### config.mk
export PLATFORM = sky130hd
export DESIGN_NAME = spid_core
export DESIGN_NICKNAME = d
export VERILOG_FILES = /design/src/verilog/spid_pkg.sv /design/src/verilog/spid_core.sv
export SDC_FILE = /design/constraint.sdc
export NUM_CORES = 2
export LEC_CHECK = 0
export BUFFER_PORTS_ARGS = -buffer_cell sky130_fd_sc_hd__buf_2
export CAP_MARGIN = 25
export CORE_ASPECT_RATIO = 1.2
export CORE_MARGIN = 2
export CORE_UTILIZATION = 25
export CTS_BUF_LIST = sky130_fd_sc_hd__clkbuf_8
export CTS_CLUSTER_DIAMETER = 60
export DETAILED_ROUTE_END_ITERATION = 10
export MAX_ROUTING_LAYER = met4
export PLACE_DENSITY = 0.44
export RECOVER_POWER = 50
export SYNTH_ARGS = -nofsm -noshare
export SYNTH_HDL_FRONTEND = slang
export SYNTH_SLANG_ARGS = --single-unit
### constraint.sdc
create_clock -name SYS_CLK -period 42 [get_ports SYS_CLK]
set_input_delay 2.1 -clock SYS_CLK [delete_from_list [all_inputs] [get_ports SYS_CLK]]
set_output_delay 2.1 -clock SYS_CLK [all_outputs]
set_load 0.005 [all_outputs]
### src/verilog/spid_pkg.sv
// Package with constants and types of the servo PID host port core
package spid_pkg;
    localparam int unsigned CLK_HZ          = 50_000_000;
    localparam int unsigned BUSY_TIME_NS    = 20_000;
    localparam int unsigned BUSY_MAX_NS     = 100_000;
    localparam int unsigned BUSY_CYCLES     = (BUSY_TIME_NS * (CLK_HZ / 1_000_000)) / 1000;
    localparam int unsigned SAMPLE_CYCLES   = 2048;
    localparam int unsigned SAMPLE_W        = 11;
    localparam int unsigned BUSY_W          = 10;
    localparam int unsigned MAX_WORDS       = 7;

    localparam logic [7:0]  CMD_RESET        = 8'h00;
    localparam logic [7:0]  CMD_START        = 8'h01;
    localparam logic [7:0]  CMD_APPLY_FILTER = 8'h04;
    localparam logic [7:0]  CMD_NARROW       = 8'h05;
    localparam logic [7:0]  CMD_WIDE         = 8'h06;
    localparam logic [7:0]  CMD_READ_SUM     = 8'h0D;
    localparam logic [7:0]  CMD_LOAD_FILTER  = 8'h1E;

    localparam int unsigned STAT_BUSY_BIT    = 0;
    localparam logic [7:0]  ZERO_CODE8       = 8'h80;
    localparam logic [11:0] ZERO_CODE12      = 12'h800;
    localparam logic [15:0] SAT_POS          = 16'h7FFF;
    localparam logic [15:0] SAT_NEG          = 16'h8000;
    localparam int unsigned INT_SHIFT        = 8;

    localparam logic [2:0]  WORD_DERIV_INT   = 3'h0;
    localparam logic [2:0]  WORD_PROP        = 3'h1;
    localparam logic [2:0]  WORD_INTEG       = 3'h2;
    localparam logic [2:0]  WORD_DERIV       = 3'h3;
    localparam logic [2:0]  WORD_LIMIT       = 3'h4;

    typedef struct packed {
        logic [7:0]  deriv_interval;
        logic [15:0] proportional_gain;
        logic [15:0] integral_gain;
        logic [15:0] derivative_gain;
        logic [15:0] integration_limit;
    } spid_coef_t;

    localparam spid_coef_t COEF_RESET = '0;

    typedef enum logic [1:0] {
        SPID_IDLE,
        SPID_CMD_DATA_WR,
        SPID_CMD_DATA_RD
    } spid_host_state_t;
endpackage : spid_pkg

### src/verilog/spid_core.sv
// Servo PID filter, host parallel port and motor output core
// Overview of operation
// - Saturate position error to signed 16 bits
// - Multiplies are 16x16, low 16 bits kept
// - Integral accumulates error to 24 bits
// - Top 16 integral bits shifted eight, times gain
// - Integral term magnitude clamped by limit
// - Derivative difference times gain each interval
// - New or held derivative product added every sample
// - Sum terms, output top 8 or 12
// - Command byte latched on write rising edge
// - Busy stays high at most 100 us
// - Status driven while read strobe low
// - Data words two bytes, high byte first
// - Command written while busy is dropped
// - Busy set after command or second byte
// - Output port latched 8 or muxed 12
// - Offset binary output, 80 or 800 zero
// - Phase and strobe signals for demultiplexing
// - Sign magnitude PWM direction and magnitude
// - Status read needs no command code
// - Sample every 2048 clocks, derivative 1-256
// - Reset clears coefficients, zero output, 8-bit
module spid_core (
    // Clock and reset
    input  wire logic        SYS_CLK,
    input  wire logic        RST,
    // Host port
    input  wire logic        PORT_SELECT_N,
    input  wire logic        RD_N,
    input  wire logic        WR_N,
    input  wire logic [7:0]  DATA_IN,
    output logic      [7:0]  DATA_OUT,
    output logic             DATA_OE,
    // Loop error input
    input  wire logic [31:0] POS_ERROR,
    // Converter port
    output logic      [7:0]  DAC_OUT,
    output logic             DAC_PHASE,
    output logic             DAC_STROBE,
    output logic             WIDE_MODE,
    // Pulse width output
    output logic             PWM_DIR,
    output logic             PWM_MAG,
    // Status
    output logic             BUSY
);

    function automatic logic [15:0] spid_abs16(input logic [15:0] v);
        spid_abs16 = v[15] ? ((v == spid_pkg::SAT_NEG) ? spid_pkg::SAT_POS : 16'(-v)) : v;
    endfunction : spid_abs16

    function automatic logic [15:0] spid_mul16(input logic [15:0] a, input logic [15:0] b);
        logic [31:0] p;
        p = 32'($signed(a) * $signed(b));
        spid_mul16 = p[15:0];
    endfunction : spid_mul16

    // State
    spid_pkg::spid_host_state_t   state_reg,   state_next;
    spid_pkg::spid_coef_t         coef_reg,    coef_next;
    spid_pkg::spid_coef_t         buf_reg,     buf_next;
    logic [spid_pkg::SAMPLE_W-1:0] samp_cnt_reg;
    logic [spid_pkg::BUSY_W-1:0]  busy_cnt_reg, busy_cnt_next;
    logic                         busy_reg,    busy_next;
    logic                         wr_prev_reg;
    logic                         rd_prev_reg;
    logic                         byte_hi_reg, byte_hi_next;
    logic [7:0]                   hi_byte_reg, hi_byte_next;
    logic [2:0]                   word_idx_reg, word_idx_next;
    logic                         wide_reg,    wide_next;
    logic                         clear_filt;
    logic [23:0]                  integ_reg;
    logic [15:0]                  prev_err_reg;
    logic [15:0]                  dprod_reg;
    logic [7:0]                   dcnt_reg;
    logic [15:0]                  sum_reg;
    logic [11:0]                  code_reg;
    logic [7:0]                   dac_reg;
    logic                         phase_reg;
    logic                         strobe_reg;
    logic [7:0]                   pwm_mag_reg;
    logic                         pwm_dir_reg;
    logic [7:0]                   pwm_cnt_reg;
    logic [7:0]                   dout_reg;
    logic [15:0]                  rd_snap_reg;
    logic                         sample_d_reg;
    logic                         pwm_out_reg;

    // Host strobe decode
    wire        wr_rise   = ~wr_prev_reg & WR_N;
    wire        rd_rise   = ~rd_prev_reg & RD_N;
    wire        cmd_wr    = wr_rise & ~PORT_SELECT_N;
    wire        cmd_take  = cmd_wr & ~busy_reg;
    wire        data_wr   = wr_rise & PORT_SELECT_N;
    wire        data_rd   = rd_rise & PORT_SELECT_N;
    wire        word_done = (data_wr | data_rd) & ~byte_hi_reg;
    wire [15:0] word_in   = {hi_byte_reg, DATA_IN};
    wire        sample    = (samp_cnt_reg == spid_pkg::SAMPLE_W'(spid_pkg::SAMPLE_CYCLES - 1));

    // Filter arithmetic
    wire        err_hi    = ~POS_ERROR[31] & (|POS_ERROR[30:15]);
    wire        err_lo    = POS_ERROR[31] & ~(&POS_ERROR[30:15]);
    wire [15:0] err16     = err_hi ? spid_pkg::SAT_POS :
                            err_lo ? spid_pkg::SAT_NEG : POS_ERROR[15:0];
    wire [23:0] integ_new = integ_reg + {{8{err16[15]}}, err16};
    wire [15:0] integ_top = integ_new[23:8];
    wire [15:0] integ_shf = 16'($signed(integ_top) >>> spid_pkg::INT_SHIFT);
    wire [15:0] iprod     = spid_mul16(integ_shf, coef_reg.integral_gain);
    wire [15:0] imag      = spid_abs16(iprod);
    wire [15:0] ilim      = spid_abs16(coef_reg.integration_limit);
    wire [15:0] imag_lim  = (imag < ilim) ? imag : ilim;
    wire [15:0] iterm     = iprod[15] ? 16'(-imag_lim) : imag_lim;
    wire [15:0] pprod     = spid_mul16(err16, coef_reg.proportional_gain);
    wire        d_take    = (dcnt_reg == coef_reg.deriv_interval);
    wire [15:0] ddiff     = 16'(err16 - prev_err_reg);
    wire [15:0] dnew      = spid_mul16(ddiff, coef_reg.derivative_gain);
    wire [15:0] dcur      = d_take ? dnew : dprod_reg;
    wire [15:0] sum_new   = 16'(pprod + iterm + dcur);
    wire [11:0] code_new  = wide_reg ? (sum_new[15:4] ^ spid_pkg::ZERO_CODE12)
                                     : {4'h0, sum_new[15:8] ^ spid_pkg::ZERO_CODE8};
    wire [15:0] sum_abs   = spid_abs16(sum_reg);
    wire [7:0]  half_out  = phase_reg ? {2'h0, code_reg[5:0]} : {2'h0, code_reg[11:6]};
    wire [7:0]  status    = {7'h00, busy_reg};

    // Host command and data sequencing
    always_comb begin
        state_next    = state_reg;
        coef_next     = coef_reg;
        buf_next      = buf_reg;
        byte_hi_next  = byte_hi_reg;
        hi_byte_next  = hi_byte_reg;
        word_idx_next = word_idx_reg;
        wide_next     = wide_reg;
        busy_next     = busy_reg;
        busy_cnt_next = busy_cnt_reg;
        clear_filt    = 1'b0;
        if (busy_reg) begin
            busy_cnt_next = 10'(busy_cnt_reg + 1'b1);
            if (busy_cnt_reg == spid_pkg::BUSY_W'(spid_pkg::BUSY_CYCLES - 1)) begin
                busy_next = 1'b0;
            end
        end
        if (data_wr | data_rd) begin
            byte_hi_next = ~byte_hi_reg;
            if (byte_hi_reg && data_wr) begin
                hi_byte_next = DATA_IN;
            end
        end
        if (word_done && state_reg == spid_pkg::SPID_CMD_DATA_WR) begin
            case (word_idx_reg)
                spid_pkg::WORD_DERIV_INT: buf_next.deriv_interval    = word_in[7:0];
                spid_pkg::WORD_PROP:      buf_next.proportional_gain = word_in;
                spid_pkg::WORD_INTEG:     buf_next.integral_gain     = word_in;
                spid_pkg::WORD_DERIV:     buf_next.derivative_gain   = word_in;
                spid_pkg::WORD_LIMIT:     buf_next.integration_limit = word_in;
                default:                  buf_next = buf_reg;
            endcase
        end
        if (word_done && word_idx_reg != 3'(spid_pkg::MAX_WORDS - 1)) begin
            word_idx_next = 3'(word_idx_reg + 1'b1);
        end
        if (word_done) begin
            busy_next     = 1'b1;
            busy_cnt_next = '0;
        end
        if (cmd_take) begin
            busy_next     = 1'b1;
            busy_cnt_next = '0;
            byte_hi_next  = 1'b1;
            word_idx_next = '0;
            state_next    = spid_pkg::SPID_IDLE;
            case (DATA_IN)
                spid_pkg::CMD_RESET: begin
                    coef_next  = spid_pkg::COEF_RESET;
                    buf_next   = spid_pkg::COEF_RESET;
                    wide_next  = 1'b0;
                    clear_filt = 1'b1;
                end
                spid_pkg::CMD_NARROW:       wide_next  = 1'b0;
                spid_pkg::CMD_WIDE:         wide_next  = 1'b1;
                spid_pkg::CMD_APPLY_FILTER: coef_next  = buf_reg;
                spid_pkg::CMD_LOAD_FILTER:  state_next = spid_pkg::SPID_CMD_DATA_WR;
                spid_pkg::CMD_READ_SUM:     state_next = spid_pkg::SPID_CMD_DATA_RD;
                default:                    state_next = spid_pkg::SPID_IDLE;
            endcase
        end
    end

    // Host side registers
    always_ff @(posedge SYS_CLK or posedge RST) begin
        if (RST) begin
            state_reg    <= spid_pkg::SPID_IDLE;
            coef_reg     <= spid_pkg::COEF_RESET;
            buf_reg      <= spid_pkg::COEF_RESET;
            busy_reg     <= 1'b0;
            busy_cnt_reg <= '0;
            byte_hi_reg  <= 1'b1;
            hi_byte_reg  <= 8'h00;
            word_idx_reg <= 3'h0;
            wide_reg     <= 1'b0;
        end else begin
            state_reg    <= state_next;
            coef_reg     <= coef_next;
            buf_reg      <= buf_next;
            busy_reg     <= busy_next;
            busy_cnt_reg <= busy_cnt_next;
            byte_hi_reg  <= byte_hi_next;
            hi_byte_reg  <= hi_byte_next;
            word_idx_reg <= word_idx_next;
            wide_reg     <= wide_next;
        end
    end

    // Host strobe history
    always_ff @(posedge SYS_CLK or posedge RST) begin
        if (RST) begin
            wr_prev_reg <= 1'b1;
            rd_prev_reg <= 1'b1;
        end else begin
            wr_prev_reg <= WR_N;
            rd_prev_reg <= RD_N;
        end
    end

    // Integral snapshot so both read bytes match
    always_ff @(posedge SYS_CLK or posedge RST) begin
        if (RST) begin
            rd_snap_reg <= 16'h0000;
        end else if (byte_hi_reg && !data_rd) begin
            rd_snap_reg <= integ_reg[23:8];
        end
    end

    // Read data byte
    always_ff @(posedge SYS_CLK or posedge RST) begin
        if (RST) begin
            dout_reg <= 8'h00;
        end else if (~PORT_SELECT_N) begin
            dout_reg <= status;
        end else begin
            dout_reg <= byte_hi_reg ? rd_snap_reg[15:8] : rd_snap_reg[7:0];
        end
    end

    // Base sample counter
    always_ff @(posedge SYS_CLK or posedge RST) begin
        if (RST) begin
            samp_cnt_reg <= '0;
            sample_d_reg <= 1'b0;
        end else begin
            samp_cnt_reg <= spid_pkg::SAMPLE_W'(samp_cnt_reg + 1'b1);
            sample_d_reg <= sample & ~clear_filt;
        end
    end

    // Filter state
    always_ff @(posedge SYS_CLK or posedge RST) begin
        if (RST) begin
            integ_reg    <= 24'h000000;
            prev_err_reg <= 16'h0000;
            dprod_reg    <= 16'h0000;
            dcnt_reg     <= 8'h00;
            sum_reg      <= 16'h0000;
            code_reg     <= {4'h0, spid_pkg::ZERO_CODE8};
        end else begin
            if (clear_filt) begin
                integ_reg    <= 24'h000000;
                prev_err_reg <= 16'h0000;
                dprod_reg    <= 16'h0000;
                dcnt_reg     <= 8'h00;
                sum_reg      <= 16'h0000;
                code_reg     <= {4'h0, spid_pkg::ZERO_CODE8};
            end else if (sample) begin
                integ_reg <= integ_new;
                sum_reg   <= sum_new;
                code_reg  <= code_new;
                dcnt_reg  <= d_take ? 8'h00 : 8'(dcnt_reg + 1'b1);
                if (d_take) begin
                    prev_err_reg <= err16;
                    dprod_reg    <= dnew;
                end
            end
        end
    end

    // Converter port
    always_ff @(posedge SYS_CLK or posedge RST) begin
        if (RST) begin
            dac_reg    <= spid_pkg::ZERO_CODE8;
            phase_reg  <= 1'b0;
            strobe_reg <= 1'b0;
        end else if (wide_reg) begin
            phase_reg  <= ~phase_reg;
            dac_reg    <= half_out;
            strobe_reg <= phase_reg;
        end else begin
            phase_reg  <= 1'b0;
            dac_reg    <= code_reg[7:0];
            strobe_reg <= sample_d_reg;
        end
    end

    // Pulse width output
    always_ff @(posedge SYS_CLK or posedge RST) begin
        if (RST) begin
            pwm_mag_reg <= 8'h00;
            pwm_dir_reg <= 1'b0;
            pwm_cnt_reg <= 8'h00;
            pwm_out_reg <= 1'b0;
        end else begin
            pwm_cnt_reg <= 8'(pwm_cnt_reg + 1'b1);
            pwm_out_reg <= pwm_cnt_reg < pwm_mag_reg;
            if (clear_filt) begin
                pwm_dir_reg <= 1'b0;
                pwm_mag_reg <= 8'h00;
            end else if (sample_d_reg) begin
                pwm_dir_reg <= sum_reg[15];
                pwm_mag_reg <= sum_abs[14:7];
            end
        end
    end

    // Outputs
    assign DATA_OUT   = dout_reg;
    assign DATA_OE    = ~RD_N;
    assign DAC_OUT    = dac_reg;
    assign DAC_PHASE  = phase_reg;
    assign DAC_STROBE = strobe_reg;
    assign WIDE_MODE  = wide_reg;
    assign PWM_DIR    = pwm_dir_reg;
    assign PWM_MAG    = pwm_out_reg;
    assign BUSY       = busy_reg;

endmodule : spid_core

==> flow_results.xml <==
<?xml version="1.0" encoding="UTF-8"?>
<metrics>
  <group name="status">
    <metric name="run_status" unit="">complete, but fails checks</metric>
    <metric name="violations" unit="">capacitance limit, slew limit</metric>
  </group>
  <group name="logic_synthesis">
    <metric name="synth_seq_cells" unit="">328</metric>
    <metric name="synth_cells" unit="">3197</metric>
    <metric name="synth.yosys.seq_area_share" unit="%">27.8</metric>
    <metric name="synth_top_cell_by_area" unit="">dfrtp_1</metric>
    <metric name="synth_cell_type_count" unit="">86</metric>
    <metric name="synth-main-ff-cell" unit="">dfrtp_1</metric>
    <metric name="synthesized_area_per_cell" unit="um2">9.25</metric>
    <metric name="synthesis.yosys.warnings" unit="">0</metric>
    <metric name="synth_nets" unit="">3716</metric>
    <metric name="synth-edff-count" unit="">0</metric>
    <metric name="ys_top_cells_by_area" unit="">dfrtp_1 27%, fa_1 17%, ha_1 9.5%</metric>
    <metric name="area_share_of_the_largest_cell_type_after_synthesis" unit="%">27.3</metric>
    <metric name="synthArstFlopShare" unit="%">100</metric>
    <metric name="mappedNetlistArea" unit="mm2">0.0296</metric>
  </group>
  <group name="hold_path">
    <metric name="timing.hold.worst.start" unit="">buf_reg[71]</metric>
    <metric name="hold_crit_class" unit="">reg -&gt; reg</metric>
  </group>
  <group name="sta">
    <metric name="timing.max_slew.rel_slack" unit="%">-446</metric>
    <metric name="fmax" unit="MHz">50.0</metric>
    <metric name="crit_share_post_route" unit="%">47.6</metric>
    <metric name="timing.clock.skew" unit="ns">0.0669</metric>
    <metric name="finalSetupViolations" unit="">0</metric>
    <metric name="timing.final.hold_violations" unit="">0</metric>
    <metric name="grt_setup_unrepaired" unit="">false</metric>
    <metric name="finalCriticalPeriod" unit="ns">19.99</metric>
    <metric name="fin_tns_setup" unit="ns">0</metric>
    <metric name="tightestPinTransition" unit="ns">8.19</metric>
    <metric name="final-max-slew-violation-count" unit="">260</metric>
  </group>
  <group name="power_and_ir_drop">
    <metric name="p_int" unit="uW">621</metric>
    <metric name="swShare" unit="%">36.0</metric>
    <metric name="power_density" unit="mW/mm2">29.5</metric>
    <metric name="total_leakage_power" unit="uW">0.0159</metric>
    <metric name="p_clk_share" unit="%">32.9</metric>
    <metric name="part_of_the_power_in_combinational_logic" unit="%">28.8</metric>
    <metric name="netSwitchingPower" unit="uW">349</metric>
    <metric name="vdd.ir_drop.worst" unit="mV">0.0213</metric>
    <metric name="power_frac_seq" unit="%">38.3</metric>
  </group>
  <group name="floorplan">
    <metric name="design.die.area" unit="mm2">0.121</metric>
    <metric name="die_height" unit="um">381</metric>
    <metric name="ioPinCount" unit="">68</metric>
    <metric name="core" unit="mm2">0.118</metric>
    <metric name="die_width" unit="um">318</metric>
    <metric name="floorplan.initialDensity" unit="%">25.2</metric>
    <metric name="fp-row-count" unit="">138</metric>
  </group>
  <group name="worst_setup_path">
    <metric name="cp-end-kind" unit="">register</metric>
    <metric name="criticalPathCategory" unit="">in -&gt; reg</metric>
    <metric name="critPathMaxStageDelay" unit="ns">0.95</metric>
    <metric name="setup.worst_path.start_class" unit="">input pin</metric>
    <metric name="critPathTopFamily" unit="">adder cells</metric>
    <metric name="crit_path_max_fanout" unit="">45</metric>
    <metric name="startpoint" unit="">POS_ERROR[31]</metric>
    <metric name="cp_data_arrival_time" unit="ns">20.58</metric>
    <metric name="timing.critical_path.buf_inv" unit="">7</metric>
    <metric name="critical_path.slowest_cell" unit="">xnor3_1</metric>
    <metric name="most_numerous_cell_on_the_critical_path" unit="">xnor2_1</metric>
    <metric name="cp_data_required_time" unit="ns">42.59</metric>
    <metric name="rr_startpoint" unit="">integ_reg[12]</metric>
  </group>
  <group name="clock_network">
    <metric name="cts.hold.buffers_added" unit="">0</metric>
    <metric name="ctsHtreeMaxLevel" unit="">2</metric>
    <metric name="root_buffer" unit="">clkbuf_8</metric>
    <metric name="clock_path_buffers" unit="">3</metric>
    <metric name="postCtsSetupRepairBufs" unit="">0</metric>
    <metric name="clock_tree_from_tritoncts" unit="">built</metric>
    <metric name="cts-buffers-inserted" unit="">54</metric>
    <metric name="worst_setup_hold_path_clk_slew" unit="ns">0.07</metric>
    <metric name="tritoncts_num_sinks" unit="">328</metric>
    <metric name="clock_insertion_delay_worst_skew" unit="ns">0.71</metric>
    <metric name="cts-resized-gates" unit="">0</metric>
  </group>
  <group name="placement">
    <metric name="gp_congestion" unit="">0.897</metric>
    <metric name="post-place-cells" unit="">4690</metric>
    <metric name="portBuffers" unit="">67</metric>
    <metric name="detailedPlacementHpwl" unit="mm">66.8</metric>
  </group>
  <group name="route">
    <metric name="detailedRoute.firstIterationViolations" unit="">1455</metric>
    <metric name="route.detailed.wl_per_inst" unit="um">18.6</metric>
    <metric name="drcViolationCount" unit="">0</metric>
    <metric name="postRouteAntennaNets" unit="">0</metric>
    <metric name="routed-via-count" unit="">21900</metric>
    <metric name="postRouteWirelength" unit="mm">89.0</metric>
    <metric name="avgViaCountPerCell" unit="">4.57</metric>
    <metric name="drtPass1Iterations" unit="">5</metric>
  </group>
  <group name="cells_and_area">
    <metric name="area_delta_synth_final" unit="%">10.9</metric>
    <metric name="multi_input_comb_area" unit="mm2">0.0193</metric>
    <metric name="mostFrequentLayoutCell" unit="">inv_1</metric>
    <metric name="layout.area.seq" unit="mm2">0.00821</metric>
    <metric name="layout.cells.non_filler" unit="">4790</metric>
    <metric name="mostFrequentLayoutCells" unit="">440 x inv_1, 323 x dfrtp_1, 314 x nand2_1, 249 x fa_1, 228 x nor2_1</metric>
    <metric name="layout.filler_cells" unit="">12500</metric>
    <metric name="drive_gt1_share" unit="%">8.22</metric>
    <metric name="fin_nets" unit="">3726</metric>
    <metric name="finalCoreUtilization" unit="%">27.9</metric>
  </group>
  <group name="global_route">
    <metric name="vias_in_the_first_global_route" unit="">23200</metric>
    <metric name="globalRouteTotalUtil" unit="%">15.5</metric>
    <metric name="grt_max_degree" unit="">154</metric>
    <metric name="grt-ovfl-total" unit="">0</metric>
    <metric name="grt_antenna_before_repair" unit="">6</metric>
    <metric name="global_route_wire_length_before_repair" unit="mm">141</metric>
  </group>
  <group name="flow_run">
    <metric name="timing.max_cap.violations" unit="">2</metric>
  </group>
</metrics>
per-stage QoR:
stage	worst slack [ns]	area, um2	power, uW	hold slack [ns]
floorplan	23.20	29600	564	0.439
global placement	21.62	31600	661	0.456
detailed placement	21.44	31600	660	0.459
CTS	22.09	32800	990	0.439
global route	20.65	32800	1040	0.482
finish	22.01	32800	969	0.439
kinds of logic (layout without fill, tap and decap cells):
family | count (synthesis) | after routing | share of synthesized area, %
AOI/OAI and AO/OA | 487 | 487 | 10.9
xor gates and xnor gates | 206 | 206 | 6.38
adders and majority gates | 474 | 474 | 26.4
buffers and inverters | 572 | 623 | 7.36
DFF | 328 | 328 | 27.8
muxes | 137 | 137 | 4.81
other | 0 | 2 | 0
and+or+nand+nor | 993 | 993 | 16.5
final cells by class:
class,count,area share [%]
diodes,2,0.0153
inverters,429,4.91
multi-input cells,2297,58.7
well taps,1540,5.87
clock inverters,28,0.774
repair buffers,97,1.80
clock buffers,69,2.89
flip-flops and latches,328,25.0
power by group through the flow:
stage / sequential, uW / combinational [uW] / clock (uW)
6_report: 371 / 279 / 319
5_1_grt: 374 / 323 / 344
4_1_cts: 372 / 286 / 332
3_5_place_dp: 377 / 283 / 0
3_3_place_gp: 378 / 284 / 0
2_1_floorplan: 357 / 207 / 0
worst paths after layout:
kind,endpoint,slack [ns],cells past startpoint
worst max-delay path,sum_reg[15],22.01,71
max in group asynchronous,dprod_reg[5],29.77,3
worst min register to register,coef_reg[71],0.44,1
min in group asynchronous,DATA_OUT[0],2.80,2
worst min-delay path,coef_reg[71],0.44,1
worst max register to register,sum_reg[15],24.74,66
synthesized netlist by cell type, drive strengths merged (7+ instances only):
library cell and number:
a211oi 22, a21o 26, a21oi 142, a22o 73
and2 181, and3 9, buf 27, clkbuf 116
dfrtp 323, fa 249, ha 225, inv 428
mux2 40, mux2i 97, nand2 315, nand2b 26
nand3 27, nand4 23, nor2 230, nor2b 54
nor3 39, nor4 11, o211ai 7, o21a 25
o21ai 98, o21bai 14, o22ai 21, o31ai 11
or2 19, or3 19, or4 11, xnor2 148
xor2 53
layer usage:
layer / wire, um / vias up / global-route usage [%]
li1: - / 10500 / -
met1: 39200 / 10900 / 19.2
met2: 43900 / 365 / 26.2
met3: 2570 / 117 / 1.41
met4: 3260 / 0 / 5.58
met5: 0 / - / -
Note: power is estimated with default switching activity, not from simulation.
